File: src/tmr_pkg.sv
package tmr_pkg;

  // Bus geometry
  localparam int ADDR_W = 8;
  localparam int DATA_W = 32;
  localparam int STRB_W = 4;
  localparam int CNT_W = 16;
  localparam int DIV_W = 3;

  // Register byte offsets
  localparam logic [ADDR_W-1:0] OFS_TMC = 8'h00;
  localparam logic [ADDR_W-1:0] OFS_CRC = 8'h04;
  localparam logic [ADDR_W-1:0] OFS_PSC = 8'h08;
  localparam logic [ADDR_W-1:0] OFS_CNT = 8'h0C;
  localparam logic [ADDR_W-1:0] OFS_CR1 = 8'h10;
  localparam logic [ADDR_W-1:0] OFS_CR2 = 8'h14;

  // Reset values
  localparam logic [7:0] TMC_RST = 8'h00;
  localparam logic [7:0] CRC_RST = 8'h00;
  localparam logic [7:0] PSC_RST = 8'h00;
  localparam logic [CNT_W-1:0] CR_RST = 16'h0000;

  // Implemented-bit masks, unused upper bits stay zero
  localparam logic [7:0] TMC_MASK = 8'h0F;
  localparam logic [7:0] CRC_MASK = 8'h07;
  localparam logic [7:0] PSC_MASK = 8'hF3;

  // timer_mode_control fields
  localparam int TMC_OVF = 0;
  localparam int TMC_COND = 1;
  localparam int TMC_EN_LO = 2;
  localparam int TMC_EN_HI = 3;

  // capture_compare_control fields
  localparam int CRC_MODE1 = 0;
  localparam int CRC_TRIG = 1;
  localparam int CRC_MODE2 = 2;

  // prescaler_mode_reg fields (two bits each)
  localparam int PSC_CKS_LO = 0;
  localparam int PSC_PRI_LO = 4;
  localparam int PSC_SEC_LO = 6;

  // Operation enable field values
  localparam logic [1:0] OPM_STOP = 2'h0;
  localparam logic [1:0] OPM_FREE = 2'h1;
  localparam logic [1:0] OPM_CLR_EDGE = 2'h2;
  localparam logic [1:0] OPM_CLR_MATCH = 2'h3;

  // Edge select codes
  localparam logic [1:0] EDG_FALL = 2'h0;
  localparam logic [1:0] EDG_RISE = 2'h1;
  localparam logic [1:0] EDG_NONE = 2'h2;
  localparam logic [1:0] EDG_BOTH = 2'h3;

  // Counter limits
  localparam logic [CNT_W-1:0] CNT_MAX = 16'hFFFF;
  localparam logic [CNT_W-1:0] CNT_ZERO = 16'h0000;
  localparam logic [DIV_W-1:0] DIV_ZERO = 3'h0;

  // AXI responses
  localparam logic [1:0] RESP_OKAY = 2'h0;
  localparam logic [1:0] RESP_SLVERR = 2'h2;

endpackage
File: src/tmr_ctrl.sv
// Local design decisions: the AXI4-Lite interface to the registers and the register addresses.
`timescale 1ns/1ns
`default_nettype none

// Contract
// - Reset clears the mode register to zero.
// - Counter runs once enable field is nonzero, stops when returned to zero.
// - Enable field zero disables timer, stops its clock, clears the counter.
// - Enable 01 free-run, 10 clear on pin edge, 11 clear on first match.
// - Output toggles on either match; condition bit 1 adds primary pin edge.
// - Overflow flag sets whenever counter wraps from maximum to zero.
// - Overflow flag clears on software zero write or enable field set zero.
// - Software writing one to overflow flag sets it.
// - Primary pin valid edge comes from prescaler bits 5 and 4.
// - Reset clears the capture/compare control register to zero.
// - Second register compares at 0, captures at 1.
// - First register captures on secondary edge at 0, primary reverse edge at 1.
// - Both-edge primary selection gives no reverse-phase capture edge.
// - Partial writes change only the addressed bits of both control registers.
// - First register compares at 0, captures at 1.
// - A register in compare mode ignores capture triggers.
module tmr_ctrl
(
  // Clock and reset
  input wire logic aclk,
  input wire logic aresetn,
  // AXI4-Lite write address
  input wire logic [tmr_pkg::ADDR_W-1:0] awaddr,
  input wire logic awvalid,
  output logic awready,
  // AXI4-Lite write data
  input wire logic [tmr_pkg::DATA_W-1:0] wdata,
  input wire logic [tmr_pkg::STRB_W-1:0] wstrb,
  input wire logic wvalid,
  output logic wready,
  // AXI4-Lite write response
  output logic [1:0] bresp,
  output logic bvalid,
  input wire logic bready,
  // AXI4-Lite read address
  input wire logic [tmr_pkg::ADDR_W-1:0] araddr,
  input wire logic arvalid,
  output logic arready,
  // AXI4-Lite read data
  output logic [tmr_pkg::DATA_W-1:0] rdata,
  output logic [1:0] rresp,
  output logic rvalid,
  input wire logic rready,
  // Timer pins
  input wire logic primary_input_pin,
  input wire logic secondary_input_pin,
  output logic timer_output,
  // Counter value for neighbouring logic
  output logic [tmr_pkg::CNT_W-1:0] count_value
);
  import tmr_pkg::*;

  typedef struct packed {
    logic aw_got;
    logic [ADDR_W-1:0] aw_addr;
    logic w_got;
    logic [DATA_W-1:0] w_data;
    logic [STRB_W-1:0] w_strb;
    logic bvalid;
    logic [1:0] bresp;
    logic rvalid;
    logic [DATA_W-1:0] rdata;
    logic [1:0] rresp;
    logic [7:0] tmc;
    logic [7:0] crc;
    logic [7:0] psc;
    logic [CNT_W-1:0] cnt;
    logic [CNT_W-1:0] cr1;
    logic [CNT_W-1:0] cr2;
    logic [DIV_W-1:0] div;
    logic tout;
  } tmr_state_t;

  tmr_state_t s_q;
  tmr_state_t s_d;

  logic aw_hs;
  logic w_hs;
  logic ar_hs;
  logic do_wr;
  logic [ADDR_W-1:0] wr_addr;
  logic [DATA_W-1:0] wr_data;
  logic [STRB_W-1:0] wr_strb;
  logic [1:0] pin_vec;
  logic [3:0] sel_vec;
  logic [1:0] valid_vec;
  logic [1:0] reverse_vec;
  logic [1:0] mode;
  logic run;
  logic [DIV_W-1:0] cks_mask;
  logic tick;
  logic match1;
  logic match2;
  logic cap1_trig;
  logic cap2_trig;

  // Byte-lane merge of a write into an old register image
  function automatic logic [DATA_W-1:0] wmerge(input logic [DATA_W-1:0] old_val,
                                               input logic [DATA_W-1:0] data,
                                               input logic [STRB_W-1:0] strb);
    logic [DATA_W-1:0] res;
    res = old_val;
    for (int i = 0; i < STRB_W; i++)
    begin
      if (strb[i])
        res[i*8 +: 8] = data[i*8 +: 8];
    end
    return res;
  endfunction

  // Handshakes; one write and one read in flight at most
  assign awready = ~s_q.aw_got & ~s_q.bvalid;
  assign wready = ~s_q.w_got & ~s_q.bvalid;
  assign arready = ~s_q.rvalid;
  assign aw_hs = awvalid & awready;
  assign w_hs = wvalid & wready;
  assign ar_hs = arvalid & arready;

  // Address and data may arrive in either order
  assign wr_addr = s_q.aw_got ? s_q.aw_addr : awaddr;
  assign wr_data = s_q.w_got ? s_q.w_data : wdata;
  assign wr_strb = s_q.w_got ? s_q.w_strb : wstrb;
  assign do_wr = (s_q.aw_got | aw_hs) & (s_q.w_got | w_hs);

  // Bus outputs straight from state
  assign bvalid = s_q.bvalid;
  assign bresp = s_q.bresp;
  assign rvalid = s_q.rvalid;
  assign rdata = s_q.rdata;
  assign rresp = s_q.rresp;
  assign timer_output = s_q.tout;
  assign count_value = s_q.cnt;

  // Pin edge detectors, primary in slot 0
  assign pin_vec = {secondary_input_pin, primary_input_pin};
  assign sel_vec = {s_q.psc[PSC_SEC_LO +: 2], s_q.psc[PSC_PRI_LO +: 2]};

  generate
    for (genvar g = 0; g < 2; g++)
    begin : g_edge
      tmr_edge_det u_edge
      (
        .aclk(aclk),
        .aresetn(aresetn),
        .pin(pin_vec[g]),
        .edge_sel(sel_vec[g*2 +: 2]),
        .valid_edge(valid_vec[g]),
        .reverse_edge(reverse_vec[g])
      );
    end
  endgenerate

  // Mode decode and count-clock enable
  // Power-of-two ratios only, so a mask of the low divider bits finds the tick
  assign mode = s_q.tmc[TMC_EN_HI:TMC_EN_LO];
  assign run = (mode != OPM_STOP);
  assign cks_mask = DIV_W'((1 << s_q.psc[PSC_CKS_LO +: 2]) - 1);
  assign tick = run & ((s_q.div & cks_mask) == cks_mask);

  // Compare matches only for registers in compare mode
  assign match1 = tick & ~s_q.crc[CRC_MODE1] & (s_q.cnt == s_q.cr1);
  assign match2 = tick & ~s_q.crc[CRC_MODE2] & (s_q.cnt == s_q.cr2);

  // Capture triggers; compare-mode registers never capture
  assign cap1_trig = run & s_q.crc[CRC_MODE1] &
                     (s_q.crc[CRC_TRIG] ? reverse_vec[0] : valid_vec[1]);
  assign cap2_trig = run & s_q.crc[CRC_MODE2] & valid_vec[0];

  // Next-state logic for bus, registers and counter
  always_comb
  begin
    logic [DATA_W-1:0] merged;
    logic [7:0] new_tmc;
    logic ovf_hw;
    merged = '0;
    new_tmc = s_q.tmc;
    ovf_hw = 1'b0;
    s_d = s_q;

    // Accept address and data independently
    if (aw_hs)
    begin
      s_d.aw_got = 1'b1;
      s_d.aw_addr = awaddr;
    end
    if (w_hs)
    begin
      s_d.w_got = 1'b1;
      s_d.w_data = wdata;
      s_d.w_strb = wstrb;
    end
    if (s_q.bvalid && bready)
      s_d.bvalid = 1'b0;

    // Register writes, byte lanes only; device trusts software on
    if (do_wr)
    begin
      s_d.aw_got = 1'b0;
      s_d.w_got = 1'b0;
      s_d.bvalid = 1'b1;
      s_d.bresp = RESP_OKAY;
      unique case (wr_addr)
        OFS_TMC:
        begin
          merged = wmerge(DATA_W'(s_q.tmc), wr_data, wr_strb);
          new_tmc = merged[7:0] & TMC_MASK;
          // Stopping the timer drops the flag, whatever bit 0 carried
          if (new_tmc[TMC_EN_HI:TMC_EN_LO] == OPM_STOP && run)
            new_tmc[TMC_OVF] = 1'b0;
          s_d.tmc = new_tmc;
        end
        OFS_CRC:
        begin
          merged = wmerge(DATA_W'(s_q.crc), wr_data, wr_strb);
          s_d.crc = merged[7:0] & CRC_MASK;
        end
        OFS_PSC:
        begin
          merged = wmerge(DATA_W'(s_q.psc), wr_data, wr_strb);
          s_d.psc = merged[7:0] & PSC_MASK;
        end
        OFS_CR1:
        begin
          merged = wmerge(DATA_W'(s_q.cr1), wr_data, wr_strb);
          s_d.cr1 = merged[CNT_W-1:0];
        end
        OFS_CR2:
        begin
          merged = wmerge(DATA_W'(s_q.cr2), wr_data, wr_strb);
          s_d.cr2 = merged[CNT_W-1:0];
        end
        OFS_CNT:
          s_d.bresp = RESP_OKAY;
        default:
          s_d.bresp = RESP_SLVERR;
      endcase
    end

    // Count-clock divider, held at zero while stopped
    // Clearing it on stop makes the first tick after a start land at a fixed cycle
    if (run)
      s_d.div = DIV_W'(s_q.div + 1'b1);
    else
      s_d.div = DIV_ZERO;

    // Counter
    if (!run)
      s_d.cnt = CNT_ZERO;
    else
    begin
      if (tick)
      begin
        if (s_q.cnt == CNT_MAX)
        begin
          s_d.cnt = CNT_ZERO;
          ovf_hw = 1'b1;
        end
        else if (mode == OPM_CLR_MATCH && match1)
          s_d.cnt = CNT_ZERO;
        else
          s_d.cnt = CNT_W'(s_q.cnt + 1'b1);
      end
      if (mode == OPM_CLR_EDGE && valid_vec[0])
        s_d.cnt = CNT_ZERO;
    end

    // Hardware overflow wins over a same-cycle software clear
    if (ovf_hw)
      s_d.tmc[TMC_OVF] = 1'b1;

    // Captures win over a same-cycle software write
    // Captured value is the count before this edge's update
    if (cap1_trig)
      s_d.cr1 = s_q.cnt;
    if (cap2_trig)
      s_d.cr2 = s_q.cnt;

    // Output toggle
    // Matches only count on a tick, so a slow count clock toggles once per value
    if (run && (match1 || match2 || (s_q.tmc[TMC_COND] && valid_vec[0])))
      s_d.tout = ~s_q.tout;

    // Read channel
    // Data registered at the handshake, so it stays put while rvalid waits
    if (s_q.rvalid && rready)
      s_d.rvalid = 1'b0;
    if (ar_hs)
    begin
      s_d.rvalid = 1'b1;
      s_d.rresp = RESP_OKAY;
      unique case (araddr)
        OFS_TMC: s_d.rdata = DATA_W'(s_q.tmc);
        OFS_CRC: s_d.rdata = DATA_W'(s_q.crc);
        OFS_PSC: s_d.rdata = DATA_W'(s_q.psc);
        OFS_CNT: s_d.rdata = DATA_W'(s_q.cnt);
        OFS_CR1: s_d.rdata = DATA_W'(s_q.cr1);
        OFS_CR2: s_d.rdata = DATA_W'(s_q.cr2);
        default:
        begin
          s_d.rdata = '0;
          s_d.rresp = RESP_SLVERR;
        end
      endcase
    end
  end

  // State register; all control state has a defined reset value
  // Pins need no reset, they are taken as synchronous to aclk
  always_ff @(posedge aclk)
  begin
    if (!aresetn)
    begin
      s_q.aw_got <= 1'b0;
      s_q.aw_addr <= '0;
      s_q.w_got <= 1'b0;
      s_q.w_data <= '0;
      s_q.w_strb <= '0;
      s_q.bvalid <= 1'b0;
      s_q.bresp <= RESP_OKAY;
      s_q.rvalid <= 1'b0;
      s_q.rdata <= '0;
      s_q.rresp <= RESP_OKAY;
      s_q.tmc <= TMC_RST;
      s_q.crc <= CRC_RST;
      s_q.psc <= PSC_RST;
      s_q.cnt <= CNT_ZERO;
      s_q.cr1 <= CR_RST;
      s_q.cr2 <= CR_RST;
      s_q.div <= DIV_ZERO;
      s_q.tout <= 1'b0;
    end
    else
      s_q <= s_d;
  end

endmodule

`default_nettype wire

File: src/tmr_edge_det.sv
`timescale 1ns/1ns
`default_nettype none

module tmr_edge_det
(
  // Clock and reset
  input wire logic aclk,
  input wire logic aresetn,
  // Pin and edge selection
  input wire logic pin,
  input wire logic [1:0] edge_sel,
  // Detected edges, one-cycle pulses
  output logic valid_edge,
  output logic reverse_edge
);
  import tmr_pkg::*;

  typedef struct packed {
    logic prev;
  } tmr_edge_state_t;

  tmr_edge_state_t s_q;
  tmr_edge_state_t s_d;
  logic rise;
  logic fall;

  // Raw transitions against last sample
  assign rise = pin & ~s_q.prev;
  assign fall = ~pin & s_q.prev;

  // Edge decode; both-edge mode has no opposite phase
  always_comb
  begin
    s_d = s_q;
    s_d.prev = pin;
    valid_edge = 1'b0;
    reverse_edge = 1'b0;
    unique case (edge_sel)
      EDG_FALL:
      begin
        valid_edge = fall;
        reverse_edge = rise;
      end
      EDG_RISE:
      begin
        valid_edge = rise;
        reverse_edge = fall;
      end
      EDG_BOTH:
      begin
        valid_edge = rise | fall;
        reverse_edge = 1'b0;
      end
      EDG_NONE:
      begin
        valid_edge = 1'b0;
        reverse_edge = 1'b0;
      end
    endcase
  end

  // Sample register
  always_ff @(posedge aclk)
  begin
    if (!aresetn)
      s_q.prev <= 1'b0;
    else
      s_q <= s_d;
  end

endmodule

`default_nettype wire

File: config.mk
export PLATFORM = sky130hd
export DESIGN_NAME = tmr_ctrl
export DESIGN_NICKNAME = d
export VERILOG_FILES = /design/src/tmr_pkg.sv /design/src/tmr_ctrl.sv /design/src/tmr_edge_det.sv
export SDC_FILE = /design/constraint.sdc
export NUM_CORES = 1
export LEC_CHECK = 0
export BUFFER_PORTS_ARGS = -buffer_cell sky130_fd_sc_hd__clkbuf_2
export CAP_MARGIN = 20
export CORE_MARGIN = 2
export CORE_UTILIZATION = 30
export CTS_CLUSTER_DIAMETER = 100
export DETAILED_ROUTE_END_ITERATION = 8
export GPL_ROUTABILITY_DRIVEN = 0
export PLACE_DENSITY = 0.57
export SYNTH_ARGS = -nofsm -noshare
export SYNTH_HDL_FRONTEND = slang
export SYNTH_SLANG_ARGS = --single-unit
export TNS_END_PERCENT = 5
File: constraint.sdc
create_clock -name aclk -period 3.64 [get_ports aclk]
set_clock_uncertainty 0.05 [all_clocks]
set_input_delay 0.364 -clock aclk [delete_from_list [all_inputs] [get_ports aclk]]
set_output_delay 0.364 -clock aclk [all_outputs]
set_load 0.005 [all_outputs]
; ---- Word level (Yosys, flattened, before mapping)
; Index checks and enable logic that the tools add are counted.
[totals]
register_bits = 133
inputBits = 61
out_inout_bits = 58
[classes]
n_eq_ne = 23
n_mux = 37
add_sub_neg = 3
bitwise_logic = 37
reduce_logical = 43
n_shift = 1
[op_table]
columns = op, n
row1 = 2-to-1 mux 16 bit, 7
row2 = case mux 16 bit (6 select lines), 1
row3 = 2-to-1 mux 8 bit, 5
row4 = 2-to-1 mux 35 bit, 1
row5 = equality test 16 bit, 2
row6 = "equality test 8 x 4 -> 1 bit, second input constant", 4
row7 = "equality test 8 x 5 -> 1 bit, second input constant", 4
row8 = 2-to-1 mux 32 bit, 1
row9 = nonzero test 2 bit, 13
row10 = AND reduction 3 bit, 8
row11 = bitwise AND 1 bit, 19
row12 = 2-to-1 mux 17 bit, 1
row13 = "adder 16 x 1 -> 16 bit, second input constant", 1
row14 = "equality test 16 bit, second input constant", 1
row15 = "equality test 8 x 3 -> 1 bit, second input constant", 2
row16 = logical NOT 8 bit, 2
row17 = inverter 1 bit, 13
row18 = "equality test 2 bit, second input constant", 6
row19 = 2-to-1 mux 4 bit, 3
row20 = OR reduction 6 bit, 2
row21 = 2-to-1 mux 1 bit, 9
row22 = 2-to-1 mux 3 bit, 3
row23 = case mux 1 bit (4 select lines), 2
row24 = logical AND 1 bit, 7
row25 = 16 further kinds, 27

; ---- Logic depth before layout (Yosys ltp)
; Gate-level depths: netlist (run 1).
[logic_depth]
word_depth = 12
ltp_mapped = 10

; ---- Hierarchy
; From an unflattened synthesis (run 1), not the netlist that was laid out.
[hier_totals]
cells_unflattened = 771
area_unflattened_um2 = 6381.1
[modules_own_cells]
columns = module, instances, cells_per_inst, area_per_inst_um2, seq_area_each_um2
row1 = tmr_ctrl, 1, 749, 6195.9, 2262.2
row2 = tmr_edge_det, 2, 11, 92.6, 20.0

; ---- Worst setup path after synthesis (run 1)
; No wires, ideal clock.
[synth_path]
path_type = input port to flip-flop
start = input port awaddr[0] (netlist bit)
end = register s_q[19] (netlist bit)
slack_ns = 1.386
path_buffers = 0
path_stages = 6
arrival_ns = 2.077
required_ns = 3.462
path_cell_list = or4_4 -> nor3_4 -> nor2_2 -> o41ai_4 -> mux2i_1 -> nor2_1
[synth_between]
elab_chain_len = 4
[synth_lines]
columns = element, line_no
row1 = from (decl), tmr_ctrl.sv:28  ; input wire logic [tmr_pkg::ADDR_W-1:0] awaddr,
row2 = 2-to-1 mux 8 bit, tmr_ctrl.sv:125  ; assign wr_addr = s_q.aw_got ? s_q.aw_addr : awaddr;
row3 = equality test 8 x 5 -> 1 bit, tmr_ctrl.sv:207  ; unique case (wr_addr)
row4 = nonzero test 2 bit (no line), --
row5 = AND reduction 3 bit (no line), --
row6 = to (decl), tmr_ctrl.sv:79  ; tmr_state_t s_q;
; No other way between the ends.
; A chain may end at the register's enable or synchronous reset.

; ---- Final worst setup path (run 1)
[layout_path]
start = register s_q[159] (netlist bit)
end = register s_q[15] (netlist bit)
[layout_between]
elab_chain_len = 7
[layout_lines]
columns = element, line_no
row1 = inverter 1 bit, tmr_ctrl.sv:117  ; assign awready = ~s_q.aw_got & ~s_q.bvalid;
row2 = bitwise AND 1 bit, tmr_ctrl.sv:117
row3 = bitwise AND 1 bit, tmr_ctrl.sv:120  ; assign aw_hs = awvalid & awready;
row4 = OR 1 bit, tmr_ctrl.sv:128  ; assign do_wr = (s_q.aw_got | aw_hs) & (s_q.w_got | w_hs);
row5 = bitwise AND 1 bit, tmr_ctrl.sv:128
row6 = nonzero test 2 bit (no line), --
row7 = AND reduction 3 bit (no line) (*), --
; Every way passes the cells marked *; elsewhere a longest branch is shown, timed or not.

==> flow_summary.yaml, run 1 <==
cts:
  clkTransAtPathRegs_ns: 0.05
  cts_sinks: 115
  post_cts_buffers: 0
  cts_tree: "done"
  htree_levels: 4
  cts_max_path_buffers: 2
  cts_hold_buf: 0
  ctsRootBufferMaster: "clkbuf_16"
  ctsResizeCount: 0
  cts_buffers: 17
  clock_latency_ns: 0.42
worst_setup_path:
  crit_arrival_ns: 3.03
  crit_path_max_fanout: 13
  crit_required_ns: 3.85
  cp-end-kind: "flip-flop"
  cp-start-kind: "flip-flop"
  path_class: "reg -> reg"
routing:
  avgViaCountPerCell: 5.04
  drtIter0Drc: 438
  first_pass_iters: 5
  wl_per_cell_um: 17.0
  vias: 5574
  wl_um: 18800
  drt.antenna.violating_nets: 0
  drc: 0
sta:
  finalSetupTns_ns: 0
  tightest_slew_ns: 0.951
  period_needed_ns: 2.82
  fmax_mhz: 354
  setup_violations: 0
  maxSlewViolCount: 0
  rsz0062_at_grt: "false"
  fin_crit_sh_pct: 77.5
  relSlewSlack_pct: 36.6
  hold_viol: 0
  fin_ws_ns: 0.818
  whs_ns: 0.0803
logic_synthesis:
  synth-warning-count: 0
  netlist_area_mm2: 0.00652
  synthAdderAreaFrac_pct: 1.15
  ys.flop_type: "dfxtp_1"
  synthXorXnorAreaFrac_pct: 5.24
  synthCells: 781
  synth_top_family_by_area: "simple AND/OR/NAND/NOR gates"
  synthMuxAreaShare_pct: 14.6
  ys_types: 58
  postSynth.asyncResetShare_pct: 0
  yosys.area_share.simple_pct: 20.0
  synth-edff-count: 0
  synth_compound_area_share_pct: 13.7
  syn_avg_cell_area_um2: 8.35
  ys_seq_area_share_pct: 35.3
  ys_ff_latch: 115
final_layout:
  drive_above_1_share_pct: 21.8
  final_core_util_pct: 35.3
  fin_nets: 885
  final_cells: 1106
  area_growth_pct: 14.4
  diodes: 0
  postLayoutCellArea_mm2: 0.00746
  layout_common_cells: "115 x dfxtp_1, 86 x nand2_1, 82 x clkbuf_2, 78 x nor2_1, 60 x a21oi_1"
  final_common_cell: "dfxtp_1"
global_routing:
  grt_pass1_vias: 5271
  grt-ovfl-total: 0
  grt_pass1_wl_um: 29200
  grt_max_degree: 85
  grt.total_usage_pct: 16.8
  grtUsageMet1_pct: 23.8
  use_met2_pct: 25.1
  grtUsageMet3_pct: 4.07
  antenna_found_initial: 0
  grt.busiest_layer: "met2"
floorplanning:
  initial_core_util_pct: 30.8
  chipWidth_um: 151
  core-area_mm2: 0.0212
  dieArea_mm2: 0.0229
  fp.dieH_um: 151
  num_io_pins: 119
  rows: 53
placement:
  dp.cells: 1074
  dpl-instance-area_mm2: 0.00691
  numPortBuffers: 82
  dp_hpwl_um: 13700
  place_worst_setup_slack_ns: 0.839
job:
  drv_cap: 0
power_and_ir_drop:
  ir_drop_uv: 293
  totalPowerFinal_mw: 3.17
  power-per-cell-area_mw_per_mm2: 426
  power.leakage_nw: 2.96
run_status:
  status: "complete, no violations"
worst_hold_path:
  hold_path.class: "in -> reg"
cells by family after synthesis:
kind of cell / Yosys count
AND/OR/NAND/NOR: 269
AO/OA/AOI/OAI: 141
buffers and inverters: 119
flip-flops: 115
multiplexers: 91
XOR/XNOR: 39
adder cells (fa/ha/maj): 6
other: 1
per-layer routing:
layer  up-vias  part of all wire (%)  wire length [um]
met5         -                     0                 0
met4         0                   1.6               305
met3        24                   6.0              1130
met2       192                    43              8120
met1      2629                    49              9290
li1       2729                     -                 -
flip-flops by register name (all words and copies together) (netlist names):
register           flops
rresp                  1
g_edge.u_edge.s_q      2
mode                   2
timer_output           1
bresp                  1
s_q                   74
rdata                 16
bvalid                 1
count_value           16
rvalid                 1
cell type report:
| cell class | count | area, um2 |
|---|---|---|
| flip-flops and latches | 115 | 2300 |
| well taps | 275 | 344 |
| clock buffers | 22 | 464 |
| multi-input cells | 564 | 3630 |
| clock inverters | 10 | 83.8 |
| inverters | 17 | 63.8 |
| fillers | 2194 | 13700 |
| repair buffers | 103 | 568 |
synthesized netlist by cell type (all sizes together) (3+ instances only):
library cell | count | area [um2]
nand3 | 17 | 85.1
nor3b | 3 | 22.5
nor3 | 13 | 81.3
o22ai | 8 | 50.1
a22oi | 10 | 75.1
nor2b | 7 | 43.8
and2 | 5 | 31.3
nor2 | 80 | 305
dfxtp | 115 | 2300
nand4 | 4 | 25.0
or2 | 4 | 25.0
inv | 17 | 63.8
and3 | 5 | 31.3
clkbuf | 44 | 166
mux2 | 32 | 360
or3 | 18 | 113
o21ai | 24 | 120
nor4 | 15 | 115
buf | 58 | 418
ha | 6 | 75.1
o211ai | 17 | 128
a31oi | 4 | 25.0
a21oi | 61 | 309
mux2i | 59 | 591
xor2 | 27 | 236
nand2b | 5 | 31.3
a32oi | 3 | 26.3
nand2 | 86 | 323
xnor2 | 12 | 105
power breakdown:
group          switching, mW  internal (mW)
registers             0.0276           1.29
logic                  0.178          0.118
clock network          0.592          0.966
total                  0.797           2.38
critical path, stage by stage (launching register included):
cell and delay (ns):
dfxtp_1 0.62, or4b_1 0.50, nor3_2 0.21, nor2_2 0.15, o41ai_4 0.81, mux2i_1 0.26
nor2_1 0.06
worst paths after layout:
kind                    to  cells after the start  slack [ns]      from
setup / recovery   s_q[15]                      6        0.82  s_q[159]
hold / removal      rvalid                      2        0.08    rready
setup reg to reg   s_q[15]                      6        0.82  s_q[159]
hold reg to reg   s_q[126]                      2        0.40  s_q[126]
No activity file was read; power rests on OpenSTA's default activity.
==> inputs of run 2 (changes only) <==
- clock period: 3.64 -> 2.6 ns (I/O delays scaled with it)
==> run 2 against run 1 <==
Final cell count is 2.7% higher. Final area increased by 4.4%. Critical path type unchanged. Highest routed layer unchanged. Setup slack lost 0.70 ns. Non-clock buffer count rose by 30. Combinational power increased by 48%. Sequential power rose by 39%. Utilization increased by 1.6 points. Worst hold slack worse by 0.068 ns.
==> flow_summary.yaml, run 2 (same netlist as run 1, synthesis figures left out) <==
run_status:
  status: "complete, no violations"
final_layout:
  final_common_cell: "dfxtp_1"
  largest_reg_flops: 74
  area_growth_pct: 19.5
  layout_common_cells: "115 x dfxtp_1, 86 x nand2_1, 82 x clkbuf_2, 78 x nor2_1, 60 x a21oi_1"
  regArea_mm2: 0.00230
  n_fill_cell: 2176
  multi_input_area_mm2: 0.00364
  largest-register: "s_q"
  diodes: 0
  fin_nets: 915
  final_cells: 1136
  drive_above_1_share_pct: 25.0
worst_setup_path:
  path_class: "reg -> reg"
  path_common_cell: "buf_4"
  crit_buf_inv: 2
  crit_arrival_ns: 2.75
  crit_required_ns: 2.87
  cpPeakStageDelay_ns: 0.56
  cp-end-kind: "flip-flop"
  critical_path.cell_chain: "ha_1, and3_1, nand3_1, nor4_1, nor2_2, buf_4, a21oi_1, buf_4, nor2_1"
  cp-start-kind: "flip-flop"
  crit_family: "simple AND/OR/NAND/NOR gates"
  crit_path_max_fanout: 6
  crit_path_top_delay_cell: "nor4_1"
sta:
  period_needed_ns: 2.48
  setup_violations: 0
  fmax_mhz: 403
  relSlewSlack_pct: 54.2
  finalSetupTns_ns: 0
  rsz0062_at_grt: "false"
  maxSlewViolCount: 0
  tightest_slew_ns: 0.686
  hold_viol: 0
  fin_crit_sh_pct: 95.4
routing:
  wl_per_cell_um: 17.0
  first_pass_iters: 6
  vias: 5702
  wl_um: 19400
  avgViaCountPerCell: 5.02
  drc: 0
  drtIter0Drc: 538
  drt.antenna.violating_nets: 0
placement:
  dp.cells: 1103
  dp_hpwl_um: 14200
  numPortBuffers: 82
cts:
  cts_tree: "done"
  cts_buffers: 17
  cts_max_path_buffers: 2
  htree_levels: 4
  ctsRootBufferMaster: "clkbuf_16"
  clock_latency_ns: 0.43
  clkTransAtPathRegs_ns: 0.06
  cts_sinks: 115
global_routing:
  grt-ovfl-total: 0
  antenna_found_initial: 0
  grt.total_usage_pct: 17.4
  grt_max_degree: 80
  grt_pass1_vias: 5417
  grt_pass1_wl_um: 30300
worst_hold_path:
  hold_path.class: "in -> reg"
power_and_ir_drop:
  power.internal_mw: 3.59
  ir_drop_uv: 419
  power-per-cell-area_mw_per_mm2: 617
  clkPwrFrac_pct: 52.6
  netSwitchingFraction_pct: 25.2
  combinationalPowerShare_pct: 9.1
  seq_power_share_pct: 38.3
  p_switching_mw: 1.21
  power.leakage_nw: 3.13
floorplanning:
  chipWidth_um: 151
  rows: 53
  num_io_pins: 119
  core-area_mm2: 0.0212
  dieArea_mm2: 0.0229
  fp.dieH_um: 151
  initial_core_util_pct: 30.8
job:
  drv_cap: 0
==> run 2: changes by cell type in the layout (fill, tap and decap cells not counted), sizes merged <==
cell | before | now
buf | 21 | 50
bufinv | 1 | 4
clkbuf | 104 | 99
clkinv | 7 | 2
clkinvlp | 2 | 6
dlygate4sd3 | 0 | 1
inv | 17 | 20
==> run 2: worst register-to-register path, delay by kind of cell (launching register included) <==
kind                     cells  cell delay, ns
AO/OA/AOI/OAI                1            0.14
adder cells (fa/ha/maj)      1            0.25
buffers and inverters        2            0.34
flip-flops                   1            0.46
AND/OR/NAND/NOR              5            1.13
==> run 2: metal layers <==
metal	up-vias	track usage, %	routed length (um)
met5	-	0	0
li1	2789	-	-
met3	25	3.86	1430
met2	214	25.6	8250
met4	0	5.42	326
met1	2674	25.1	9360
==> run 2: cell type report <==
type                    instances  area share, %
multi-input cells             564           46.7
flip-flops and latches        115           29.6
repair buffers                133           10.4
clock buffers                  17           5.46
well taps                     275           4.42
clock inverters                15           2.63
inverters                      17          0.819
==> run 2: timing repair <==
item / 4_1_cts / 5_1_grt
hold endpoints to repair: 1 / 0
gates resized for setup: 0 / 2
setup endpoints to repair: 0 / 7
hold buffers: 1 / 0
setup buffers: 0 / 0
==> run 2: final timing paths <==
check	start	to	slack, ns	depth (start not counted)
worst max-delay path	count_value[0]	count_value[11]	0.12	9
worst min-delay path	wstrb[0]	s_q[114]	0.01	3
worst min register to register	s_q[129]	s_q[129]	0.40	2
worst max register to register	count_value[0]	count_value[11]	0.12	9
==> run 2: power groups by stage <==
stage,clock [mW],combinational (mW),sequential (mW)
after detailed placement,0,0.432,1.88
after CTS,2.55,0.435,1.84
final,2.53,0.438,1.84
after global routing,2.64,0.485,1.84
after global placement,0,0.428,1.88
after floorplan,0,0.314,1.87
==> run 2: stage by stage <==
stage / hold slack [ns] / cell area, um2 / utilization (%) / setup slack, ns / total power [mW]
finish: 0.0121 / 7790 / 36.8 / 0.119 / 4.80
global route: 0.0227 / 7790 / 36.8 / 0.0477 / 4.97
CTS: 0.00897 / 7780 / 36.8 / 0.117 / 4.83
detailed placement: 0.393 / 7140 / 33.7 / 0.133 / 2.31
global placement: 0.388 / 7140 / 33.7 / 0.147 / 2.30
floorplan: 0.309 / 6580 / - / 0.378 / 2.18
==> inputs of run 3 (changes only) <==
- PLACE_DENSITY: 0.57 -> unset
==> run 3 against run 2 <==
Global-route usage is 0.48 points lower. Non-clock buffer count is 6 lower. Via count decreased by 0.33%. Register-to-register slack hardly changed. Setup slack got worse by 0.0044 ns. Sequential cell count unchanged. Critical path type unchanged. Critical endpoint is now count_value[4]. Highest routed layer unchanged.
==> flow_summary.yaml, run 3 (same netlist as run 1, synthesis figures left out) <==
placement:
  place_worst_setup_slack_ns: 0.150
  dp_hpwl_um: 13900
  numPortBuffers: 82
  dp.cells: 1097
worst_setup_path:
  path_class: "reg -> reg"
  crit_path_max_fanout: 7
  crit_arrival_ns: 2.76
  cp-end-kind: "flip-flop"
  reg2reg_depth: 8
  cp-start-kind: "flip-flop"
  crit_required_ns: 2.88
routing:
  wl_per_cell_um: 16.9
  drc: 0
  avgViaCountPerCell: 5.03
  first_pass_iters: 4
  drtIter0Drc: 532
  vias: 5683
  drt.antenna.violating_nets: 0
  wl_um: 19100
power_and_ir_drop:
  netSwitchingFraction_pct: 24.1
  power-per-cell-area_mw_per_mm2: 624
  ir_drop_uv: 411
  seq_power_share_pct: 38.1
  clkPwrFrac_pct: 53.0
  power.internal_mw: 3.67
  combinationalPowerShare_pct: 8.9
  p_switching_mw: 1.16
  power.leakage_nw: 3.11
floorplanning:
  initial_core_util_pct: 30.8
  num_io_pins: 119
  fp.dieH_um: 151
  rows: 53
  chipWidth_um: 151
  core-area_mm2: 0.0212
  dieArea_mm2: 0.0229
global_routing:
  grt_max_degree: 85
  grt_pass1_wl_um: 29400
  grt_pass1_vias: 5305
  grt.total_usage_pct: 16.9
  antenna_found_initial: 0
  grt-ovfl-total: 0
job:
  drv_cap: 0
cts:
  clock_latency_ns: 0.42
  cts_buffers: 17
  clkTransAtPathRegs_ns: 0.06
  ctsRootBufferMaster: "clkbuf_16"
  cts_max_path_buffers: 2
  htree_levels: 4
  cts_tree: "done"
  cts_sinks: 115
sta:
  relSlewSlack_pct: 50.0
  fin_ws_ns: 0.115
  fin_crit_sh_pct: 95.6
  fmax_mhz: 402
  hold_viol: 0
  finalSetupTns_ns: 0
  period_needed_ns: 2.48
  setup_violations: 0
  whs_ns: 0.0106
  maxSlewViolCount: 0
  rsz0062_at_grt: "true"
  tightest_slew_ns: 0.744
final_layout:
  final_core_util_pct: 36.6
  layout_common_cells: "115 x dfxtp_1, 86 x nand2_1, 82 x clkbuf_2, 78 x nor2_1, 60 x a21oi_1"
  final_common_cell: "dfxtp_1"
  largest_reg_flops: 74
  largest-register: "s_q"
  area_growth_pct: 18.9
  drive_above_1_share_pct: 24.2
  diodes: 0
  final_cells: 1129
  fin_nets: 909
run_status:
  status: "complete, no violations"
worst_hold_path:
  whs_path_depth: 3
  hold_path.class: "in -> reg"
run 3: cell types whose count changed in the layout (fill, tap and decap cells not counted), moves of 2 or more:
cell	delta
inv_6	-3
clkinv_2	+2
clkinvlp_4	-2
buf_4	-6
run 3: power by group through the flow:
stage          clock [mW]  combinational, mW  sequential, mW
2_1_floorplan           0              0.314            1.87
3_3_place_gp            0              0.421            1.88
3_5_place_dp            0              0.424            1.88
4_1_cts              2.60              0.428            1.84
5_1_grt              2.67              0.474            1.85
6_report             2.56              0.429            1.84
run 3: worst paths after layout:
check / slack [ns] / to / start
worst min register to register: 0.40 / s_q[119] / s_q[119]
worst max-delay path: 0.12 / count_value[4] / g_edge[0].u_edge.s_q
worst min-delay path: 0.01 / s_q[118] / wdata[0]
worst max register to register: 0.12 / count_value[4] / g_edge[0].u_edge.s_q
run 3: timing repair:
action                                  4_1_cts  5_1_grt
endpoints found under the hold margin         1        0
hold buffers                                  1        0
endpoints found under the setup margin        0        3
setup buffers                                 0        0
gates resized for setup                       0        1
run 3: area by class of cell:
| class | count | area, um2 |
|---|---|---|
| clock buffers | 17 | 425 |
| clock inverters | 14 | 213 |
| fillers | 2200 | 13400 |
| inverters | 17 | 63.8 |
| multi-input cells | 564 | 3640 |
| flip-flops and latches | 115 | 2300 |
| well taps | 275 | 344 |
| repair buffers | 127 | 763 |
run 3: through the flow:
stage,total power [mW],instance area [um2]
detailed placement,2.30,7090
global route,4.99,7750
finish,4.83,7750
floorplan,2.18,6580
CTS,4.86,7740
global placement,2.30,7090
run 3: layer usage:
layer	GRT usage (%)	part of all wire, %	vias up
met5	0	0	-
met3	4.40	7.9	25
li1	-	-	2774
met2	24.4	42	228
met4	4.39	1.7	0
met1	24.7	48	2656
run 3: worst max-delay path, stage by stage (launching register included):
cell	delay, ns
dfxtp_1	0.33
inv_1	0.05
ha_1	0.18
or2_2	0.29
a311oi_1	0.28
o21ai_1	0.28
nor2_2	0.34
nand3_1	0.31
o31ai_1	0.30
